$ cat src/idbpc_pkg.sv
// Shared constants, types and register map of the ISA DMA pin control block.
package idbpc_pkg;

  // ----------------------------------------------------------------------
  // Register map on the plain register port.
  // ----------------------------------------------------------------------
  localparam logic [7:0] REG_CFG    = 8'h30;
  localparam logic [7:0] REG_STATUS = 8'h31;
  localparam logic [7:0] REG_PORT92 = 8'h92;
  localparam int unsigned PORT92_FAST_GATE_BIT = 1;
  localparam logic [4:0] CFG_RESET = 5'h00;
  localparam logic       FAST_GATE_RESET = 1'b0;

  // ----------------------------------------------------------------------
  // Channel layout.
  // ----------------------------------------------------------------------
  localparam int unsigned NUM_CHAN      = 8;
  localparam logic [2:0]  LAST_8BIT_CHAN = 3'h3;
  localparam logic [2:0]  CASCADE_CHAN   = 3'h4;

  // ----------------------------------------------------------------------
  // Timing.
  // ----------------------------------------------------------------------
  localparam int unsigned CLK_PERIOD_NS = 100;
  localparam int unsigned ADDR_TIME_NS  = 100;
  localparam int unsigned CMD_TIME_NS   = 300;
  localparam logic [1:0]  ADDR_CLKS =
    2'((ADDR_TIME_NS + CLK_PERIOD_NS - 1) / CLK_PERIOD_NS);
  localparam logic [1:0]  CMD_CLKS =
    2'((CMD_TIME_NS + CLK_PERIOD_NS - 1) / CLK_PERIOD_NS);
  localparam logic [2:0]  STRAP_SETTLE = 3'h4;

  // ----------------------------------------------------------------------
  // Synchroniser reset levels: requests idle low, the others idle high.
  // ----------------------------------------------------------------------
  localparam logic [7:0] DREQ_RESET = 8'h00;
  localparam logic [4:0] MISC_RESET = 5'h1f;

  // ----------------------------------------------------------------------
  // Types.
  // ----------------------------------------------------------------------
  typedef enum logic [1:0] {
    ST_IDLE = 2'b00,
    ST_ADDR = 2'b01,
    ST_CMD  = 2'b10,
    ST_END  = 2'b11
  } idbpc_state_e;

  // One transfer as handed over by the DMA core.
  typedef struct packed {
    logic [23:0] addr;
    logic        to_mem;
    logic        last;
  } idbpc_dma_req_s;

  // Software configuration, high bit first.
  typedef struct packed {
    logic dma_ws;
    logic a20_drive;
    logic alt19;
    logic alt18;
    logic alt17;
  } idbpc_cfg_s;

endpackage : idbpc_pkg

$ cat src/idbpc_arb.sv
// DMA channel arbiter holding one grant and its acknowledge.
`timescale 1ns/1ns
`default_nettype none
module idbpc_arb (
  input  wire logic       clk,
  input  wire logic       rst_b,
  input  wire logic [7:0] req,
  input  wire logic       release_grant,
  output logic            grant_valid,
  output logic      [2:0] grant_chan,
  output logic      [7:0] ack_n
);
  // Lowest channel wins; the cascade channel never competes.
  function automatic logic [2:0] pick(input logic [7:0] r);
    logic [2:0] c;
    c = 3'h0;
    for (int i = 7; i >= 0; i--) begin
      if (r[i] && 3'(i) != idbpc_pkg::CASCADE_CHAN) begin
        c = 3'(i);
      end
    end
    return c;
  endfunction : pick

  logic [7:0] live_req;
  logic       take;
  logic [2:0] pick_chan;

  assign live_req  = req & ~(8'h01 << idbpc_pkg::CASCADE_CHAN);
  assign take      = !grant_valid && (|live_req);
  assign pick_chan = pick(live_req);

  // A grant stands until released, so only one acknowledge is ever low.
  always_ff @(posedge clk or negedge rst_b) begin
    if (!rst_b) begin
      grant_valid <= 1'b0;
      grant_chan  <= 3'h0;
      ack_n       <= 8'hff;
    end else if (take) begin
      grant_valid <= 1'b1;
      grant_chan  <= pick_chan;
      ack_n       <= ~(8'h01 << pick_chan);
    end else if (release_grant) begin
      grant_valid <= 1'b0;
      ack_n       <= 8'hff;
    end
  end
endmodule : idbpc_arb
`default_nettype wire

$ cat src/idbpc_sync.sv
// Three-stage input synchroniser with agreement filter.
`timescale 1ns/1ns
`default_nettype none
module idbpc_sync #(
  parameter int unsigned W       = 1,
  parameter logic [W-1:0] RST_VAL = '0
) (
  input  wire logic         clk,
  input  wire logic         rst_b,
  input  wire logic [W-1:0] d,
  output logic      [W-1:0] q
);
  logic [W-1:0] s1_reg;
  logic [W-1:0] s2_reg;
  logic [W-1:0] s3_reg;
  logic [W-1:0] q_next;

  // A bit moves only once the second and third stages agree.
  assign q_next = (s2_reg ~^ s3_reg) & s3_reg | (s2_reg ^ s3_reg) & q;

  // The first stage feeds the second stage only.
  always_ff @(posedge clk or negedge rst_b) begin
    if (!rst_b) begin
      s1_reg <= RST_VAL;
      s2_reg <= RST_VAL;
      s3_reg <= RST_VAL;
      q      <= RST_VAL;
    end else begin
      s1_reg <= d;
      s2_reg <= s1_reg;
      s3_reg <= s2_reg;
      q      <= q_next;
    end
  end
endmodule : idbpc_sync
`default_nettype wire

$ cat src/idbpc_top.sv
// ISA-side DMA and address pin control, top level.
`timescale 1ns/1ns
`default_nettype none
module idbpc_top (
  input  wire logic                      CLK,
  input  wire logic                      RST_B,
  // Register port.
  input  wire logic                [7:0] REG_ADDR,
  input  wire logic                [7:0] REG_WDATA,
  input  wire logic                      REG_WR,
  input  wire logic                      REG_RD,
  output logic                     [7:0] REG_RDATA,
  // DMA core side.
  input  wire idbpc_pkg::idbpc_dma_req_s DMA_REQ,
  input  wire logic                      HOLD_ACK,
  output logic                           HOLD_REQ,
  output logic                     [2:0] DMA_CHAN,
  output logic                           CYCLE_DONE,
  input  wire logic                      REFRESH_ACTIVE,
  input  wire logic                [7:0] REFRESH_ADDR,
  input  wire logic                      DMA_REG_SEL,
  input  wire logic                      KBD_GATE,
  // ISA channel pins.
  input  wire logic                [7:0] DREQ,
  output logic                     [7:0] DACK_N,
  output logic                           TC,
  output logic                           AEN,
  input  wire logic                      MASTER_N,
  input  wire logic                      IOCHRDY_IN,
  output logic                           IOCHRDY_OUT,
  output logic                           IOCHRDY_OE,
  output logic                           SBHE_N_OUT,
  output logic                           SBHE_N_OE,
  // Command strobes {IOW, IOR, MEMW, MEMR}, all active low.
  input  wire logic                [3:0] CMD_N_IN,
  output logic                     [3:0] CMD_N_OUT,
  output logic                           CMD_N_OE,
  output logic                           LOW_MEG_MEM_READ_N,
  output logic                           LOW_MEG_MEM_WRITE_N,
  // Address pins.
  input  wire logic                [7:0] SA_LO_IN,
  output logic                     [7:0] SA_LO_OUT,
  output logic                           SA_LO_OE,
  input  wire logic                [1:0] A89_IN,
  output logic                     [1:0] A89_OUT,
  output logic                           A89_OE,
  input  wire logic                [2:0] A1719_IN,
  output logic                     [2:0] A1719_OUT,
  output logic                           A1719_OE,
  input  wire logic                [3:0] A2023_IN,
  output logic                     [3:0] A2023_OUT,
  output logic                           A2023_OE,
  // Shared upper ISA address pins, index 0 is bit 17.
  input  wire logic                [2:0] SA_HI_IN,
  output logic                     [2:0] SA_HI_OUT,
  output logic                     [2:0] SA_HI_OE,
  output logic                           EXTRA_MASTER_REQUEST,
  input  wire logic                      EXTRA_MASTER_GRANT,
  output logic                           INTERNAL_IO_DISABLE,
  // Address-bit-20 mask pin and test strap.
  input  wire logic                      ADDR20_MASK_IN,
  output logic                           ADDR20_MASK_OUT,
  output logic                           ADDR20_MASK_OE,
  output logic                           TEST_MODE
);

  // ----------------------------------------------------------------------
  // Input synchronisers.
  // ----------------------------------------------------------------------

  logic [7:0] dreq_s;
  logic [4:0] misc_s;
  logic       master_n_s;
  logic       rdy_s;
  logic       xreq_n_s;
  logic       io_sel_n_s;
  logic       strap_s;

  // Request, ready, master, shared-pin and strap levels cross into the clock domain before any decision uses them.
  idbpc_sync #(
    .W       (8),
    .RST_VAL (idbpc_pkg::DREQ_RESET)
  ) u_sync_dreq (
    .clk   (CLK),
    .rst_b (RST_B),
    .d     (DREQ),
    .q     (dreq_s)
  );

  idbpc_sync #(
    .W       (5),
    .RST_VAL (idbpc_pkg::MISC_RESET)
  ) u_sync_misc (
    .clk   (CLK),
    .rst_b (RST_B),
    .d     ({ADDR20_MASK_IN, SA_HI_IN[2], SA_HI_IN[0], IOCHRDY_IN,
             MASTER_N}),
    .q     (misc_s)
  );

  assign master_n_s = misc_s[0];
  assign rdy_s      = misc_s[1];
  assign xreq_n_s   = misc_s[2];
  assign io_sel_n_s = misc_s[3];
  assign strap_s    = misc_s[4];

  // ----------------------------------------------------------------------
  // Configuration and registers.
  // ----------------------------------------------------------------------

  idbpc_pkg::idbpc_cfg_s cfg_reg;
  logic                  fast_gate_reg;
  logic                  test_mode_reg;
  logic                  strap_done_reg;
  logic [2:0]            strap_cnt_reg;
  logic [7:0]            rdata_reg;
  logic [7:0]            rdata_next;
  logic                  wr_cfg;
  logic                  wr_p92;

  assign wr_cfg = REG_WR && (REG_ADDR == idbpc_pkg::REG_CFG);
  assign wr_p92 = REG_WR && (REG_ADDR == idbpc_pkg::REG_PORT92);

  // Software writes to the configuration and fast gate.
  always_ff @(posedge CLK or negedge RST_B) begin
    if (!RST_B) begin
      cfg_reg       <= idbpc_pkg::CFG_RESET;
      fast_gate_reg <= idbpc_pkg::FAST_GATE_RESET;
    end else begin
      if (wr_cfg) begin
        cfg_reg <= idbpc_pkg::idbpc_cfg_s'(REG_WDATA[4:0]);
      end
      if (wr_p92) begin
        fast_gate_reg <= REG_WDATA[idbpc_pkg::PORT92_FAST_GATE_BIT];
      end
    end
  end

  // ----------------------------------------------------------------------
  // Test strap.
  // ----------------------------------------------------------------------

  // The strap is read once the synchroniser has settled after release,
  // since a reset value must never come from the pin itself. The filter
  // output lags the pin by four edges, so the count waits one edge more.
  always_ff @(posedge CLK or negedge RST_B) begin
    if (!RST_B) begin
      strap_cnt_reg  <= 3'h0;
      strap_done_reg <= 1'b0;
      test_mode_reg  <= 1'b0;
    end else if (cfg_reg.a20_drive) begin
      strap_done_reg <= 1'b1;
      test_mode_reg  <= 1'b0;
    end else if (!strap_done_reg) begin
      if (strap_cnt_reg == idbpc_pkg::STRAP_SETTLE) begin
        strap_done_reg <= 1'b1;
        test_mode_reg  <= !strap_s;
      end else begin
        strap_cnt_reg <= strap_cnt_reg + 3'h1;
      end
    end
  end

  assign TEST_MODE = test_mode_reg;

  // ----------------------------------------------------------------------
  // Channel arbitration.
  // ----------------------------------------------------------------------

  logic       grant_valid;
  logic [2:0] grant_chan;
  logic       release_grant;
  logic       chan_req;

  idbpc_arb u_arb (
    .clk           (CLK),
    .rst_b         (RST_B),
    .req           (dreq_s),
    .release_grant (release_grant),
    .grant_valid   (grant_valid),
    .grant_chan    (grant_chan),
    .ack_n         (DACK_N)
  );

  assign chan_req = dreq_s[grant_chan];
  assign HOLD_REQ = grant_valid;
  assign DMA_CHAN = grant_chan;

  // ----------------------------------------------------------------------
  // DMA cycle sequencer.
  // ----------------------------------------------------------------------

  idbpc_pkg::idbpc_state_e   state_reg;
  idbpc_pkg::idbpc_state_e   state_next;
  logic [1:0]                cnt_reg;
  logic [1:0]                cnt_next;
  idbpc_pkg::idbpc_dma_req_s req_reg;
  logic                      sbhe_n_reg;
  logic                      tc_reg;
  logic                      dma_own;
  logic                      dma_busy;
  logic                      start;
  logic                      is16;

  // A granted channel runs cycles only when no ISA master has taken over.
  assign dma_own  = grant_valid && HOLD_ACK && master_n_s;
  assign start    = (state_reg == idbpc_pkg::ST_IDLE) && dma_own && chan_req;
  assign dma_busy = (state_reg != idbpc_pkg::ST_IDLE);
  assign is16     = (grant_chan > idbpc_pkg::LAST_8BIT_CHAN);

  // The grant ends after the last cycle or once the request is withdrawn.
  assign release_grant =
    ((state_reg == idbpc_pkg::ST_END) && req_reg.last) ||
    ((state_reg == idbpc_pkg::ST_IDLE) && grant_valid && !chan_req);
  assign CYCLE_DONE = (state_reg == idbpc_pkg::ST_END);

  // Address phase, command phase stretched by ready, then end.
  always_comb begin
    state_next = state_reg;
    cnt_next   = cnt_reg;
    case (state_reg)
      idbpc_pkg::ST_IDLE: begin
        if (start) begin
          state_next = idbpc_pkg::ST_ADDR;
          cnt_next   = idbpc_pkg::ADDR_CLKS - 2'h1;
        end
      end
      idbpc_pkg::ST_ADDR: begin
        if (cnt_reg == 2'h0) begin
          state_next = idbpc_pkg::ST_CMD;
          cnt_next   = idbpc_pkg::CMD_CLKS - 2'h1;
        end else begin
          cnt_next = cnt_reg - 2'h1;
        end
      end
      idbpc_pkg::ST_CMD: begin
        if (cnt_reg != 2'h0) begin
          cnt_next = cnt_reg - 2'h1;
        end else if (rdy_s) begin
          state_next = idbpc_pkg::ST_END;
        end
      end
      idbpc_pkg::ST_END: begin
        state_next = idbpc_pkg::ST_IDLE;
      end
      default: begin
        state_next = idbpc_pkg::ST_IDLE;
      end
    endcase
  end

  // Transfer details are latched at the start so pins stay steady.
  always_ff @(posedge CLK or negedge RST_B) begin
    if (!RST_B) begin
      state_reg  <= idbpc_pkg::ST_IDLE;
      cnt_reg    <= 2'h0;
      req_reg    <= '0;
      sbhe_n_reg <= 1'b1;
      tc_reg     <= 1'b0;
    end else begin
      state_reg <= state_next;
      cnt_reg   <= cnt_next;
      tc_reg    <= (state_next == idbpc_pkg::ST_CMD) && req_reg.last;
      if (start) begin
        req_reg    <= DMA_REQ;
        sbhe_n_reg <= is16 ? 1'b0 : !DMA_REQ.addr[0];
      end
    end
  end

  assign TC = tc_reg;

  // ----------------------------------------------------------------------
  // Address enable and byte-high enable.
  // ----------------------------------------------------------------------

  // An ISA master pulls the enable low even during its own refresh.
  assign AEN = (dma_busy || REFRESH_ACTIVE) && master_n_s;

  assign SBHE_N_OUT = sbhe_n_reg;
  assign SBHE_N_OE  = dma_busy;

  // ----------------------------------------------------------------------
  // Command strobes.
  // ----------------------------------------------------------------------

  logic in_cmd;

  // Memory-bound transfers read I/O and write memory, and the reverse.
  assign in_cmd    = (state_reg == idbpc_pkg::ST_CMD);
  assign CMD_N_OUT = !in_cmd        ? 4'hf :
                     req_reg.to_mem ? 4'h9 : 4'h6;
  assign CMD_N_OE  = dma_busy;

  // ----------------------------------------------------------------------
  // Ready output for DMA register accesses.
  // ----------------------------------------------------------------------

  logic sel_d_reg;
  logic ws_reg;

  // One wait state on the first cycle of each register access.
  always_ff @(posedge CLK or negedge RST_B) begin
    if (!RST_B) begin
      sel_d_reg <= 1'b0;
      ws_reg    <= 1'b0;
    end else begin
      sel_d_reg <= DMA_REG_SEL;
      ws_reg    <= DMA_REG_SEL && !sel_d_reg && cfg_reg.dma_ws;
    end
  end

  // The line is released as soon as the wait ends, never held high.
  assign IOCHRDY_OUT = 1'b0;
  assign IOCHRDY_OE  = ws_reg && !dma_busy;

  // ----------------------------------------------------------------------
  // Low address pins.
  // ----------------------------------------------------------------------

  assign SA_LO_OUT = REFRESH_ACTIVE ? REFRESH_ADDR : req_reg.addr[7:0];
  assign SA_LO_OE  = dma_busy || REFRESH_ACTIVE;
  assign A89_OUT   = req_reg.addr[9:8];
  assign A89_OE    = dma_busy;

  // ----------------------------------------------------------------------
  // Upper local and ISA address pins.
  // ----------------------------------------------------------------------

  logic [2:0] sa_hi_src;
  logic [2:0] alt_sel;
  logic [3:0] a_top;

  assign A1719_OUT = req_reg.addr[19:17];
  assign A1719_OE  = dma_busy;
  assign A2023_OUT = req_reg.addr[23:20];
  assign A2023_OE  = dma_busy;

  // Outside DMA the local bus feeds the ISA pins straight through.
  assign sa_hi_src = dma_busy ? req_reg.addr[19:17] : A1719_IN;
  assign alt_sel   = {cfg_reg.alt19, cfg_reg.alt18, cfg_reg.alt17};

  // Each shared pin is either an ISA address bit or its alternate use.
  genvar gi;
  generate
    for (gi = 0; gi < 3; gi++) begin : g_sa_hi
      if (gi == 1) begin : g_grant
        assign SA_HI_OUT[gi] = alt_sel[gi] ? EXTRA_MASTER_GRANT
                                           : sa_hi_src[gi];
        assign SA_HI_OE[gi]  = alt_sel[gi] || master_n_s;
      end else begin : g_in
        assign SA_HI_OUT[gi] = sa_hi_src[gi];
        assign SA_HI_OE[gi]  = !alt_sel[gi] && master_n_s;
      end
    end
  endgenerate

  assign EXTRA_MASTER_REQUEST = cfg_reg.alt17 && !xreq_n_s;
  assign INTERNAL_IO_DISABLE  = cfg_reg.alt19 && io_sel_n_s;

  // ----------------------------------------------------------------------
  // Low-megabyte memory strobes.
  // ----------------------------------------------------------------------

  logic [3:0] cmd_n;

  // These gate pin levels directly; a synchroniser would skew the strobe.
  assign a_top = dma_busy ? req_reg.addr[23:20] : A2023_IN;
  assign cmd_n = dma_busy ? CMD_N_OUT : CMD_N_IN;
  assign LOW_MEG_MEM_READ_N  = cmd_n[0] || (|a_top);
  assign LOW_MEG_MEM_WRITE_N = cmd_n[1] || (|a_top);

  // ----------------------------------------------------------------------
  // Address-bit-20 mask pin.
  // ----------------------------------------------------------------------

  assign ADDR20_MASK_OUT = KBD_GATE || fast_gate_reg;
  assign ADDR20_MASK_OE  = cfg_reg.a20_drive;

  // ----------------------------------------------------------------------
  // Register read-back.
  // ----------------------------------------------------------------------

  logic [7:0] status_val;

  assign status_val = {test_mode_reg, grant_valid, grant_chan, is16,
                       state_reg};

  // Unmapped addresses read as zero.
  assign rdata_next =
    !REG_RD                              ? 8'h00 :
    (REG_ADDR == idbpc_pkg::REG_CFG)     ? {3'h0, cfg_reg} :
    (REG_ADDR == idbpc_pkg::REG_STATUS)  ? status_val :
    (REG_ADDR == idbpc_pkg::REG_PORT92)  ? {6'h00, fast_gate_reg, 1'b0} :
                                           8'h00;

  // Read data stand for exactly the cycle after the strobe.
  always_ff @(posedge CLK or negedge RST_B) begin
    if (!RST_B) begin
      rdata_reg <= 8'h00;
    end else begin
      rdata_reg <= rdata_next;
    end
  end

  assign REG_RDATA = rdata_reg;

endmodule : idbpc_top
`default_nettype wire
$ cat config.mk
export PLATFORM = sky130hd
export DESIGN_NAME = idbpc_top
export DESIGN_NICKNAME = d
export VERILOG_FILES = /design/src/idbpc_pkg.sv /design/src/idbpc_arb.sv /design/src/idbpc_sync.sv /design/src/idbpc_top.sv
export SDC_FILE = /design/constraint.sdc
export NUM_CORES = 1
export LEC_CHECK = 0
export ABC_AREA = 0
export ABC_CLOCK_PERIOD_IN_PS = 2100
export BUFFER_PORTS_ARGS = -buffer_cell sky130_fd_sc_hd__buf_4
export CORE_AREA = 4 4 132 134
export CTS_CLUSTER_SIZE = 28
export DETAILED_ROUTE_END_ITERATION = 8
export DIE_AREA = 0 0 136 138
export GPL_TIMING_DRIVEN = 0
export PLACE_DENSITY = 0.64
export RECOVER_POWER = 100
export SLEW_MARGIN = 20
export SYNTH_ARGS = -nofsm -noshare
export SYNTH_HDL_FRONTEND = slang
export SYNTH_SLANG_ARGS = --single-unit
$ cat constraint.sdc
create_clock -name CLK -period 2.1 [get_ports CLK]
set_input_delay 0.42 -clock CLK [delete_from_list [all_inputs] [get_ports CLK]]
set_output_delay 0.42 -clock CLK [all_outputs]
set_load 0.01 [all_outputs]
Word-level counts from Yosys, hierarchy flattened. Cells that the tools add are included. W data, S select, Z words.

Word-level logic and storage cells: 146. Bits in registers: 117. Output and inout bits: 66. Input port bits: 94.

Order comparisons: 2. Mux-type cells: 40. Eq/ne operators: 11. Reduce and logical (&&, ||, !) cells: 46. $add $sub $neg: 2. Shift operators: 1. Bitwise operators: 14.

Operators with widths (count): $mux W8 (6); $mux W3 (8); $logic_and A1 B1 Y1 (19); $mux W2 (9); $and A8 B8 Y8 (2); $eq A8 B6 Y1 const B (2); $mux W4 (3); $mux W1 (11); $and A5 B5 Y5 (2); $logic_not A1 Y1 (9); $eq A8 B8 Y1 const B (1); $not A8 Y8 (1); $or A8 B8 Y8 (1); $pmux W2 S4 (1); $reduce_bool A2 Y1 (4); $shl A1 B3 Y8 const A (1); $xnor A8 B8 Y8 (1); $xor A8 B8 Y8 (1); $reduce_or A7 Y1 (1); $eq A2 B2 Y1 const B (3); $logic_or A1 B1 Y1 (6); $pmux W2 S3 (1); $reduce_and A3 Y1 (2); $or A5 B5 Y5 (1); 16 further kinds (20).

Longest topological paths before layout. Gate-level depths: netlist of run 1.

Word-level depth: 10. Mapped depth: 7. Depth with buffers taken out: 6.

Modules after synthesis. A second synthesis of run 1 with hierarchy kept.

Cell total of the unflattened synthesis: 352. Area total of the unflattened synthesis: 4773.3 sq um.

By module, submodules not included: idbpc_top (cells each 222, times used 1, seq. area each 1152.4 sq um, area each 2630.0 sq um); idbpc_sync (u_sync_dreq) (cells each 48, times used 1, seq. area each 800.8 sq um, area each 960.9 sq um); idbpc_sync (u_sync_misc) (cells each 30, times used 1, seq. area each 525.5 sq um, area each 625.6 sq um); idbpc_arb (cells each 52, times used 1, seq. area each 310.3 sq um, area each 556.8 sq um).

Worst setup path after synthesis of run 1. OpenSTA, ideal clock, no wires.

Kind: register -> output. From: register state_reg[0]. To: output port SA_HI_OUT[0]. Data required time: 1.680 ns. Arrival time: 1.624 ns. Path slack: 0.056 ns. Path buffers: 2. Stages on the path, launching flop included: 6. Path through: dfrtp_1 -> inv_1 -> ha_1 -> clkbuf_1 -> buf_1 -> mux2_2.

Word-level cells in the longest chain between the ends: 2.

RTL lines: start, declared (line idbpc_top.sv:193) `idbpc_pkg::idbpc_state_e state_reg;`; start signal, assigned (line idbpc_top.sv:255) `state_reg <= idbpc_pkg::ST_IDLE;`; start signal, assigned (line idbpc_top.sv:261) `state_reg <= state_next;`; $reduce_bool A2 Y1 (line idbpc_top.sv:208) `assign dma_busy = (state_reg != idbpc_pkg::ST_IDLE);`; $mux W3 (line idbpc_top.sv:340) `assign sa_hi_src = dma_busy ? req_reg.addr[19:17] : A1719_IN;`; end, declared (line idbpc_top.sv:55) `output logic [2:0] SA_HI_OUT,`.

Every way passes these cells.

Worst setup path after layout of run 1.
From: register req_reg (netlist bit A2023_OUT[1]). To: output port LOW_MEG_MEM_READ_N.

Word-level cells in the longest chain between the ends: 3.

RTL lines: start, declared (line idbpc_top.sv:197) `idbpc_pkg::idbpc_dma_req_s req_reg;`; start signal, assigned (line idbpc_top.sv:257) `req_reg <= '0;`; start signal, assigned (line idbpc_top.sv:265) `req_reg <= DMA_REQ;`; $mux W4 (line idbpc_top.sv:368) `assign a_top = dma_busy ? req_reg.addr[23:20] : A2023_IN;`; $reduce_or A4 Y1 (line idbpc_top.sv:370) `assign LOW_MEG_MEM_READ_N = cmd_n[0] || (|a_top);`; $logic_or A1 B1 Y1 (line idbpc_top.sv:370); end, declared (line idbpc_top.sv:38) `output logic LOW_MEG_MEM_READ_N,`.

Every way passes these cells.

==> results of run 1 <==
[through the flow]
stage	total power [uW]	setup TNS, ns	area, um2	std cells	worst slack [ns]
floorplan	4333	0	4763	365	0.05638
global placement	5288	-3.125	6045	719	-0.5966
detailed placement	5374	-3.895	6048	719	-0.6430
CTS	7319	-0.2141	6502	747	-0.05215
global route	7723	-0.2164	6497	748	-0.07971
finish	7271	-0.03254	6497	748	-0.01880
[area by class of cell]
cell class,instances,area (um2)
multi-input combinational,216,1818
clock buffer,10,229.0
sequential,110,2791
tap,220,275.3
timing repair buffer,149,1081
fill,1562,9792
inverter,11,47.55
clock inverter,6,47.55
buffer,26,207.7
[power by group]
group          total [uW]  switching [uW]  internal (uW)
clock                1600             788            817
sequential           2860             320           2540
combinational        2800            1200           1600
total                7270            2310           4960
[metal layers]
layer | track usage | up-vias
li1 | - | 1590
met1 | 0.1444 | 1679
met2 | 0.2117 | 98
met3 | 0.03634 | 26
met4 | 0.05199 | 0
met5 | 0 | -
[Yosys cell counts, types with 2 or more instances]
cell                        instances  share of area
sky130_fd_sc_hd__xnor2_1            2         0.0037
sky130_fd_sc_hd__o22a_1             2         0.0037
sky130_fd_sc_hd__nor2b_1            6         0.0079
sky130_fd_sc_hd__a21oi_1            9         0.0095
sky130_fd_sc_hd__a22oi_1            4         0.0063
sky130_fd_sc_hd__nand2b_1           6         0.0079
sky130_fd_sc_hd__and2_1             4         0.0053
sky130_fd_sc_hd__a221oi_1           2         0.0037
sky130_fd_sc_hd__or3_1              2         0.0026
sky130_fd_sc_hd__nand2_1           11         0.0087
sky130_fd_sc_hd__ha_1              21          0.055
sky130_fd_sc_hd__a21o_1            14          0.022
sky130_fd_sc_hd__a31o_2             2         0.0037
sky130_fd_sc_hd__and3b_1            3         0.0055
sky130_fd_sc_hd__buf_4             17          0.027
sky130_fd_sc_hd__nor2_1            17          0.013
sky130_fd_sc_hd__dfrtp_1           81           0.43
sky130_fd_sc_hd__nand4bb_1          2         0.0047
sky130_fd_sc_hd__nor3_1            13          0.014
sky130_fd_sc_hd__nand4b_1           2         0.0037
sky130_fd_sc_hd__mux2_2            21          0.050
sky130_fd_sc_hd__a211oi_1           2         0.0032
sky130_fd_sc_hd__dfstp_2           29           0.16
sky130_fd_sc_hd__buf_6              3         0.0071
sky130_fd_sc_hd__or4_1              2         0.0032
sky130_fd_sc_hd__and3_1             8          0.011
sky130_fd_sc_hd__inv_1             11         0.0087
sky130_fd_sc_hd__mux2i_1            7          0.015
sky130_fd_sc_hd__buf_1              2         0.0016
sky130_fd_sc_hd__o21ai_0           13          0.014
sky130_fd_sc_hd__mux2_4            17          0.054
sky130_fd_sc_hd__nor4b_1            2         0.0037
sky130_fd_sc_hd__o211ai_1           3         0.0047
sky130_fd_sc_hd__clkbuf_1           6         0.0047
sky130_fd_sc_hd__nor4_1             2         0.0026
sky130_fd_sc_hd__or2_2              2         0.0026
sky130_fd_sc_hd__nand3_1            5         0.0053
[cell families after synthesis]
family,Yosys count,share of synthesized area
compound gates,57,0.08222
buf+inv,39,0.04886
simple gates,90,0.1059
other cells,1,0.0007873
mux,45,0.1179
fa+ha+maj,21,0.05516
flops,110,0.5855
xor+xnor,2,0.003678
[worst max-delay path by stage]
| stage | endpoint | depth (start not counted) |
|---|---|---|
| floorplan | SA_HI_OUT[0] | 5 |
| global placement | LOW_MEG_MEM_WRITE_N | 7 |
| detailed placement | SA_HI_OUT[0] | 6 |
| CTS | SA_HI_OUT[1] | 7 |
| global route | LOW_MEG_MEM_READ_N | 4 |
| finish | LOW_MEG_MEM_READ_N | 4 |
[timing repair]
item,4_1_cts,5_1_grt
setup buffers,13,2
pin swaps,1,2
endpoints found under the hold margin,0,0
resized for setup,26,12
endpoints found under the setup margin,22,28
==> out/summary.log, run 1 <==
[route] top metal layer carrying routed signals met4
[layout] nets@finish 638
[global_route] combined global-route utilization of all metal layers 0.1240
[critical_path] Setup crit start kind flip-flop
[timing] Final Hold Viols 0
[route] Met2 Wirelength 5.950 mm
[timing] Highest Clock Rate 472.0 MHz
[critical_path] CP Cell Sequence or4_4, nor3_4, o21ai_1, buf_4
[synthesis] post-synth design cell area 4763 um2
[floorplan] initial core utilization 0.2924
[route] Iter 0 DRT Violations 128
[global_route] number of global-route vias before repair 3635
[clock_tree] Clock Path Buffers 2
[clock_tree] number of buffers created by CTS 9
[critical_path] path depth of the worst reg2reg path 7
[route] total wire length after detailed routing 11.55 mm
[layout] flip-flop count of the largest register after layout 10
[synthesis] Synth Net Count 480
[floorplan] Total Die Area 18770 um2
[layout] fraction of final layout cells sized beyond drive strength 1 0.4640
[timing] setup repair after global routing missed its margin true
[timing] slew of the pin with the lowest slew margin 1.476 ns
[clock_tree] clock latency on the worst-skew pair 0.35 ns
[critical_path] endpoint of the most critical register-to-register path A89_OUT[1]
[critical_path] CP peak stage delay 0.58 ns
[global_route] largest net degree at the start of global routing 111
[timing] period utilisation layout 1.009
[status] violations in the final reports negative setup slack
[synthesis] EDFF count, synth 0
[worst_hold_path] depth of the worst hold-timing path 1
[route] DR pass1 iterations 4
[timing] number of max-slew violations in the final report 0
[timing] clk_skew 0.01067 ns
[critical_path] buffering stage count on the worst path with inverters included 1
[global_route] number of antenna violations at the first check in global routing 0
[timing] count of endpoints failing setup in the final report 2
[synthesis] count of unique library cells instantiated by Yosys 47
[clock_tree] number of sinks on the clock net 110
[critical_path] reg2reg start u_arb.grant_chan[0]
[route] antenna-violating nets left 0
[global_route] first-pass GRT wire length 18.46 mm
[floorplan] Die Span Y 138 um
[clock_tree] CTS tree built
[route] routed metal-1 wire length 4.562 mm
[critical_path] arrival time of the worst setup path 1.70 ns
[critical_path] Worst setup startpoint A2023_OUT[1]
[synthesis] total number of yosys warnings 0
[timing] minimum clock period after layout 2.119 ns
[route] vias per inst 4.536
[timing] worst rel slew slack 0.01571
[floorplan] top-level port count 160
[synthesis] number of register bits inferred by synthesis 110
[synthesis] share of synthesized flip-flops with an asynchronous set or reset 1.000
[placement] Detailed Place HPWL 8.278 mm
[route] via count of the routed design 3393
[placement] final weighted congestion in routability-driven placement 0.7880
[route] DR WL met3 733 um
[status] run status finished with violations
[clock_tree] count of hold-fix buffers inserted at cts 0
[placement] input/output buffers 134
[route] DRC viols 0
[floorplan] # rows 47
[pwr] worst vdd ir 0.0004236 V
[synthesis] sequential share of the synthesized area 0.5855
[job] max-capacitance violation count 0
[synthesis] Post-Syn Instances 365
[critical_path] family with the most delay on the worst path simple AND/OR/NAND/NOR gates
[layout] number of antenna diodes 0
[clock_tree] CTS clock-pin slew for the worst setup and hold paths 0.08 ns
[layout] most used cells in the layout excluding fill and tap cells sky130_fd_sc_hd__buf_4, sky130_fd_sc_hd__dfrtp_1, sky130_fd_sc_hd__dfstp_2, sky130_fd_sc_hd__clkbuf_1, sky130_fd_sc_hd__clkbuf_4
[route] detailed-route wire length per cell 15.44 um
[worst_hold_path] Hold Path Class in -> reg
[timing] setup ws final -0.01880 ns
[critical_path] type of the worst setup path reg -> out
[synthesis] mean instance size in the synthesized netlist 13.05 um2
[worst_hold_path] Worst Hold Path EP u_sync_misc.s1_reg[4]
[floorplan] core area 16290 um2
[pwr] power density cells 1119 nW/um2
[worst_hold_path] hold path start ADDR20_MASK_IN
[layout] Area growth, synth to finish 36.41%
[critical_path] WP data required 1.68 ns
[layout] most common cell after layout, fill and taps aside sky130_fd_sc_hd__buf_4
[critical_path] Crit Path Max Fanout 2
[global_route] overall overflow remaining after global route 0
[critical_path] register-to-register setup slack 0.07 ns
[critical_path] crit end category output pin
[pwr] Lkg Pwr 0.003119 uW
[clock_tree] cell chosen for the clock root sky130_fd_sc_hd__clkbuf_16
[synthesis] prevailing post-synth register cell sky130_fd_sc_hd__dfrtp_1
[critical_path] slowest stage cell, crit path sky130_fd_sc_hd__or4_4
[clock_tree] CTS HTree Levels 3
[timing] Final Hold Slack 0.1729 ns
[layout] Final Util 0.3989
[floorplan] Die X 136 um
No activity file was read; power rests on OpenSTA's default activity.
==> run 2, diff against run 1 <==
--- a/config.mk
+++ b/config.mk
@@ -9,11 +9,10 @@
 export ABC_CLOCK_PERIOD_IN_PS = 2100
 export BUFFER_PORTS_ARGS = -buffer_cell sky130_fd_sc_hd__buf_4
 export CORE_AREA = 4 4 132 134
-export CTS_CLUSTER_SIZE = 28
 export DETAILED_ROUTE_END_ITERATION = 8
 export DIE_AREA = 0 0 136 138
 export GPL_TIMING_DRIVEN = 0
-export PLACE_DENSITY = 0.64
+export PLACE_DENSITY = 0.63
 export RECOVER_POWER = 100
 export SLEW_MARGIN = 20
 export SYNTH_ARGS = -nofsm -noshare
==> out/summary.log, run 2 (synthesis results as in run 1) <==
[status] run status finished with violations [unchanged]
[status] violations in the final reports max-slew violations, negative setup slack [was negative setup slack]
[critical_path] Crit Path Max Fanout 6 [was 2]
[critical_path] WP data required 1.68 ns [about the same]
[worst_hold_path] Hold Path Class in -> reg [unchanged]
[timing] period utilisation layout 1.043 [was 1.009]
[layout] count of fill cells added during filler insertion 1579 [was 1562]
[route] detailed-route wire length per cell 15.42 um [was 15.44 um]
[layout] flip-flop count of the largest register after layout 10 [unchanged]
[worst_hold_path] hold path start ADDR20_MASK_IN [unchanged]
[critical_path] worst setup path endpoint LOW_MEG_MEM_WRITE_N [was LOW_MEG_MEM_READ_N]
[floorplan] # rows 47 [unchanged]
[placement] input/output buffers 134 [unchanged]
[clock_tree] number of buffers created by CTS 9 [unchanged]
[layout] most common cell after layout, fill and taps aside sky130_fd_sc_hd__buf_4 [unchanged]
[pwr] power density cells 1129 nW/um2 [was 1119 nW/um2]
[timing] count of endpoints failing setup in the final report 14 [was 2]
[layout] area used by multi-input combinational logic 1804 um2 [was 1818 um2]
[global_route] number of global-route vias before repair 3569 [was 3635]
[critical_path] arrival time of the worst setup path 1.77 ns [was 1.70 ns]
[placement] Detailed Place HPWL 8.110 mm [was 8.278 mm]
[floorplan] Total Die Area 18770 um2 [unchanged]
[timing] Final Hold Viols 0 [unchanged]
[placement] final weighted congestion in routability-driven placement 0.7746 [was 0.7880]
[route] vias per inst 4.493 [was 4.536]
[timing] clk_skew 0.008015 ns [was 0.01067 ns]
[critical_path] slowest stage cell, crit path sky130_fd_sc_hd__dfrtp_2 [was sky130_fd_sc_hd__or4_4]
[floorplan] initial core utilization 0.2924 [unchanged]
[clock_tree] CTS clock-pin slew for the worst setup and hold paths 0.07 ns [was 0.08 ns]
[clock_tree] CTS HTree Levels 3 [unchanged]
[clock_tree] count of hold-fix buffers inserted at cts 0 [unchanged]
[critical_path] register-to-register setup slack -0.01 ns [was 0.07 ns]
[timing] setup ws final -0.09004 ns [was -0.01880 ns]
[critical_path] type of the worst setup path reg -> out [unchanged]
[global_route] overall overflow remaining after global route 0 [unchanged]
[critical_path] crit end category output pin [unchanged]
[global_route] largest net degree at the start of global routing 111 [unchanged]
[layout] nets@finish 640 [was 638]
[pwr] worst vdd ir 0.0004561 V [was 0.0004236 V]
[global_route] combined global-route utilization of all metal layers 0.1220 [was 0.1240]
[layout] number of antenna diodes 0 [unchanged]
[layout] storage element area 2791 um2 [unchanged]
[clock_tree] CTS tree built [unchanged]
[global_route] number of antenna violations at the first check in global routing 0 [unchanged]
[critical_path] Setup crit start kind flip-flop [unchanged]
[critical_path] path depth of the worst reg2reg path 5 [was 7]
[route] total wire length after detailed routing 11.56 mm [was 11.55 mm]
[timing] minimum clock period after layout 2.190 ns [was 2.119 ns]
[global_route] first-pass GRT wire length 18.05 mm [was 18.46 mm]
[route] DRC viols 0 [unchanged]
[placement] Post-Place Setup Slack -0.6090 ns [was -0.6430 ns]
[timing] worst rel slew slack -0.006782 [was 0.01571]
[critical_path] CP Cell Sequence inv_4, ha_4, clkbuf_16, buf_8, nor3_1, o21ai_2, buf_4 [was or4_4, nor3_4, o21ai_1, buf_4]
[layout] most used cells in the layout excluding fill and tap cells sky130_fd_sc_hd__buf_4, sky130_fd_sc_hd__dfrtp_1, sky130_fd_sc_hd__clkbuf_1 [was sky130_fd_sc_hd__buf_4, sky130_fd_sc_hd__dfrtp_1, sky130_fd_sc_hd__dfstp_2, sky130_fd_sc_hd__clkbuf_1, sky130_fd_sc_hd__clkbuf_4]
[worst_hold_path] depth of the worst hold-timing path 1 [unchanged]
[clock_tree] number of sinks on the clock net 110 [unchanged]
[route] antenna-violating nets left 0 [unchanged]
[route] DR pass1 iterations 4 [unchanged]
[layout] Area growth, synth to finish 36.22% [was 36.41%]
[clock_tree] cell chosen for the clock root sky130_fd_sc_hd__clkbuf_16 [unchanged]
[timing] Highest Clock Rate 456.6 MHz [was 472.0 MHz]
[critical_path] CP peak stage delay 0.40 ns [was 0.58 ns]
[timing] setup repair after global routing missed its margin true [unchanged]
[timing] number of max-slew violations in the final report 110 [was 0]
[critical_path] reg2reg start u_sync_misc.q[0] [was u_arb.grant_chan[0]]
[timing] slew of the pin with the lowest slew margin 1.510 ns [was 1.476 ns]
[floorplan] Die Span Y 138 um [unchanged]
[pwr] post-layout total power 7323 uW [was 7271 uW]
[floorplan] core area 16290 um2 [unchanged]
[floorplan] top-level port count 160 [unchanged]
[critical_path] Worst setup startpoint state_reg[0] [was A2023_OUT[1]]
[clock_tree] Clock Path Buffers 2 [unchanged]
[clock_tree] clock latency on the worst-skew pair 0.35 ns [about the same]
[pwr] Lkg Pwr 0.003057 uW [was 0.003119 uW]
[route] via count of the routed design 3370 [was 3393]
[route] Iter 0 DRT Violations 147 [was 128]
[floorplan] Die X 136 um [unchanged]
[layout] fraction of final layout cells sized beyond drive strength 1 0.4321 [was 0.4640]
[job] max-capacitance violation count 0 [unchanged]
[critical_path] endpoint of the most critical register-to-register path A2023_OUT[2] [was A89_OUT[1]]
==> run 2: what timing repair did <==
item                       4_1_cts  5_1_grt
resized for setup               25       22
buffers inserted                14        2
pin swaps                        5        3
setup endpoints to repair       22       28
==> run 2: critical path: cells and delay by family, from the launching register on <==
family / cells / cell delay [ns]
simple gates: 1 / 0.25
compound gates: 1 / 0.10
fa+ha+maj: 1 / 0.17
flops: 1 / 0.40
buf+inv: 4 / 0.50
==> run 2: where the power goes <==
| part | total [uW] | internal (uW) | leakage, uW | switching (uW) |
|---|---|---|---|---|
| clock | 1640 | 842 | 0.000131 | 794 |
| combinational | 2830 | 1610 | 0.00164 | 1220 |
| sequential | 2860 | 2540 | 0.00129 | 316 |
==> run 2: metal layers <==
layer	track usage	routed length (um)	share of wire	vias up
met4	0.05676	275	0.024	0
met1	0.1403	4575	0.40	1667
li1	-	-	-	1587
met5	0	0	0	-
met2	0.2138	6104	0.53	96
met3	0.02689	607	0.052	20
==> run 2: per-stage QoR <==
step                      instance area [um2]  hold WS (ns)  cells  utilization  TNS [ns]
final                                    6489        0.1728    750       0.3983   -0.2601
after global routing                     6489        0.1528    750       0.3983    -2.589
after floorplan                          4763        0.1244    365            -         0
after CTS                                6515        0.1495    748       0.4000   -0.2275
after detailed placement                 6048        0.3355    719       0.3713    -3.653
after global placement                   6045        0.3342    719       0.3711    -3.797
==> run 2: how the worst min path moves through the flow <==
stage                                        to  slack, ns
after detailed placement  u_sync_dreq.s2_reg[1]       0.34
after global routing      u_sync_misc.s1_reg[3]       0.15
after floorplan                    A1719_OUT[0]       0.12
after global placement    u_sync_dreq.s2_reg[0]       0.33
final                     u_sync_misc.s1_reg[4]       0.17
after CTS                 u_sync_misc.s1_reg[4]       0.15
==> run 2: area by class of cell <==
type / count / area share
plain buffers: 27 / 0.03799
flip-flops and latches: 110 / 0.4302
clock buffers: 10 / 0.03683
multi-input cells: 216 / 0.2781
inverters: 11 / 0.007327
well taps: 220 / 0.04242
clock inverters: 6 / 0.006942
repair buffers: 150 / 0.1602
==> run 3, diff against run 2 <==
--- a/config.mk
+++ b/config.mk
@@ -9,6 +9,7 @@
 export ABC_CLOCK_PERIOD_IN_PS = 2100
 export BUFFER_PORTS_ARGS = -buffer_cell sky130_fd_sc_hd__buf_4
 export CORE_AREA = 4 4 132 134
+export CTS_BUF_LIST = sky130_fd_sc_hd__clkbuf_2
 export DETAILED_ROUTE_END_ITERATION = 8
 export DIE_AREA = 0 0 136 138
 export GPL_TIMING_DRIVEN = 0
==> out/summary.log, run 3 (synthesis results as in run 1) <==
[critical_path] arrival time of the worst setup path 2.06 ns [was 1.77 ns]
[layout] Area growth, synth to finish 44.18% [was 36.22%]
[critical_path] CP peak stage delay 0.58 ns [was 0.40 ns]
[clock_tree] Clock Path Buffers 2 [unchanged]
[critical_path] CP Cell Sequence or4_4, nor3_2, o21ai_1, buf_4 [was inv_4, ha_4, clkbuf_16, buf_8, nor3_1, o21ai_2, buf_4]
[layout] most common cell after layout, fill and taps aside sky130_fd_sc_hd__buf_4 [unchanged]
[timing] clk_skew 0.03108 ns [was 0.008015 ns]
[status] violations in the final reports max-slew violations, negative setup slack [unchanged]
[clock_tree] CTS tree built [unchanged]
[worst_hold_path] depth of the worst hold-timing path 3 [was 1]
[placement] Detailed Place HPWL 8.110 mm [unchanged]
[placement] Area after DPL 6048 um2 [unchanged]
[layout] most used cells in the layout excluding fill and tap cells sky130_fd_sc_hd__buf_4, sky130_fd_sc_hd__dfrtp_1, sky130_fd_sc_hd__dlygate4sd3_1 [was sky130_fd_sc_hd__buf_4, sky130_fd_sc_hd__dfrtp_1, sky130_fd_sc_hd__clkbuf_1]
[critical_path] reg2reg start u_arb.grant_chan[0] [was u_sync_misc.q[0]]
[route] antenna-violating nets left 0 [unchanged]
[route] detailed-route wire length per cell 15.21 um [was 15.42 um]
[global_route] largest net degree at the start of global routing 111 [unchanged]
[floorplan] # rows 47 [unchanged]
[layout] nets@finish 690 [was 640]
[route] via count of the routed design 3600 [was 3370]
[timing] setup ws final -0.3823 ns [was -0.09004 ns]
[critical_path] endpoint of the most critical register-to-register path A1719_OUT[2] [was A2023_OUT[2]]
[worst_hold_path] Hold Path Class in -> reg [unchanged]
[pwr] post-layout total power 6816 uW [was 7323 uW]
[clock_tree] CTS HTree Levels 3 [unchanged]
[timing] slew of the pin with the lowest slew margin 1.515 ns [was 1.510 ns]
[pwr] power density cells 992.5 nW/um2 [was 1129 nW/um2]
[placement] input/output buffers 134 [unchanged]
[global_route] overall overflow remaining after global route 0 [unchanged]
[pwr] worst vdd ir 0.0003941 V [was 0.0004561 V]
[critical_path] family with the most delay on the worst path simple AND/OR/NAND/NOR gates [was buffers and inverters]
[timing] minimum clock period after layout 2.482 ns [was 2.190 ns]
[route] DRC viols 0 [unchanged]
[floorplan] Total Die Area 18770 um2 [unchanged]
[clock_tree] clock latency on the worst-skew pair 0.60 ns [was 0.35 ns]
[global_route] number of global-route vias before repair 3716 [was 3569]
[clock_tree] CTS clock-pin slew for the worst setup and hold paths 0.29 ns [was 0.07 ns]
[layout] Final Util 0.4216 [was 0.3983]
[layout] fraction of final layout cells sized beyond drive strength 1 0.4310 [was 0.4321]
[global_route] number of antenna violations at the first check in global routing 0 [unchanged]
[timing] worst rel slew slack -0.009773 [was -0.006782]
[clock_tree] cell chosen for the clock root sky130_fd_sc_hd__clkbuf_2 [was sky130_fd_sc_hd__clkbuf_16]
[layout] area used by multi-input combinational logic 1853 um2 [was 1804 um2]
[global_route] first-pass GRT wire length 18.89 mm [was 18.05 mm]
[layout] storage element area 2793 um2 [was 2791 um2]
[floorplan] Die Span Y 138 um [unchanged]
[layout] count of fill cells added during filler insertion 1528 [was 1579]
[pwr] Lkg Pwr 0.003246 uW [was 0.003057 uW]
[critical_path] buffering stage count on the worst path with inverters included 1 [was 4]
[critical_path] path depth of the worst reg2reg path 6 [was 5]
[clock_tree] number of buffers created by CTS 9 [unchanged]
[route] Iter 0 DRT Violations 152 [was 147]
[timing] period utilisation layout 1.182 [was 1.043]
[critical_path] Crit path depth 4 [was 7]
[route] DR pass1 iterations 4 [unchanged]
[layout] cell area after layout 6868 um2 [was 6489 um2]
[critical_path] slowest stage cell, crit path sky130_fd_sc_hd__or4_4 [was sky130_fd_sc_hd__dfrtp_2]
[floorplan] initial core utilization 0.2924 [unchanged]
[critical_path] crit end category output pin [unchanged]
[critical_path] Setup crit start kind flip-flop [unchanged]
[critical_path] WP data required 1.68 ns [about the same]
[layout] flip-flop count of the largest register after layout 10 [unchanged]
[critical_path] type of the worst setup path reg -> out [unchanged]
[worst_hold_path] Worst Hold Path EP REG_RDATA[1] [was u_sync_misc.s1_reg[4]]
[job] max-capacitance violation count 0 [unchanged]
[timing] number of max-slew violations in the final report 110 [unchanged]
[timing] Final Hold Viols 0 [unchanged]
[route] vias per inst 4.500 [was 4.493]
[layout] number of antenna diodes 0 [unchanged]
[status] run status finished with violations [unchanged]
[clock_tree] number of sinks on the clock net 110 [unchanged]
[placement] Post-Place Setup Slack -0.6090 ns [unchanged]
[critical_path] register-to-register setup slack -0.18 ns [was -0.01 ns]
[placement] final weighted congestion in routability-driven placement 0.7746 [unchanged]
[timing] count of endpoints failing setup in the final report 34 [was 14]
[floorplan] core area 16290 um2 [unchanged]
[floorplan] Die X 136 um [unchanged]
[route] total wire length after detailed routing 12.17 mm [was 11.56 mm]
[critical_path] Crit Path Max Fanout 2 [was 6]
[timing] Highest Clock Rate 402.9 MHz [was 456.6 MHz]
[floorplan] top-level port count 160 [unchanged]
[global_route] combined global-route utilization of all metal layers 0.1271 [was 0.1220]
[worst_hold_path] hold path start REG_ADDR[6] [was ADDR20_MASK_IN]
[timing] setup repair after global routing missed its margin true [unchanged]
-- run 3: cell types whose count changed in the layout (fill, tap and decap cells not counted), sizes merged --
cell / change
buf: +12
dlygate4sd3: +40
clkbuf: -3
clkinv: +1
-- run 3: worst reg2reg max path, stage by stage (launching register included) --
cell                       delay, ns
sky130_fd_sc_hd__dfrtp_1        0.42
sky130_fd_sc_hd__clkbuf_2       0.20
sky130_fd_sc_hd__mux2_2         0.36
sky130_fd_sc_hd__o22ai_2        0.27
sky130_fd_sc_hd__or3_1          0.30
sky130_fd_sc_hd__clkbuf_4       0.32
sky130_fd_sc_hd__mux2_4         0.33
-- run 3: final cells by class --
cell class,instances,share of cell area
Buffer,26,0.03279
Clock buffer,9,0.006559
Clock inverter,7,0.007105
Inverter,11,0.006923
Multi-Input combinational cell,216,0.2698
Sequential cell,110,0.4066
Tap cell,220,0.04008
Timing Repair Buffer,201,0.2301
-- run 3: power by group --
part / switching [uW] / internal, uW
logic: 1300 / 1790
registers: 327 / 2540
clock network: 710 / 155
-- run 3: worst max-delay path by stage --
stage / start / end / slack (ns)
3_5_place_dp: state_reg[0] / SA_HI_OUT[1] / -0.61
2_1_floorplan: state_reg[0] / SA_HI_OUT[0] / 0.06
3_3_place_gp: state_reg[0] / LOW_MEG_MEM_WRITE_N / -0.63
6_report: A2023_OUT[1] / LOW_MEG_MEM_READ_N / -0.38
5_1_grt: state_reg[1] / SA_HI_OUT[1] / -0.50
4_1_cts: state_reg[1] / SA_HI_OUT[1] / -0.45
-- run 3: metrics by stage --
stage               TNS (ns)  hold WS [ns]  std cells
floorplan                  0        0.1244        365
global placement      -3.797        0.3342        719
detailed placement    -3.653        0.3355        719
CTS                   -5.109       0.06901        794
global route          -10.40       0.08442        800
finish                -5.766        0.1588        800
-- run 3: what timing repair did --
item,4_1_cts,5_1_grt
resized for setup,51,22
endpoints found under the setup margin,42,38
hold buffers,40,0
endpoints found under the hold margin,122,0
buffers inserted,20,7
pin swaps,7,2
-- run 3: per-layer routing --
metal / GRT usage / wire length (um)
met1: 0.1439 / 4742
met2: 0.2271 / 6501
met3: 0.02653 / 668
met4: 0.05782 / 252
met5: 0 / 0
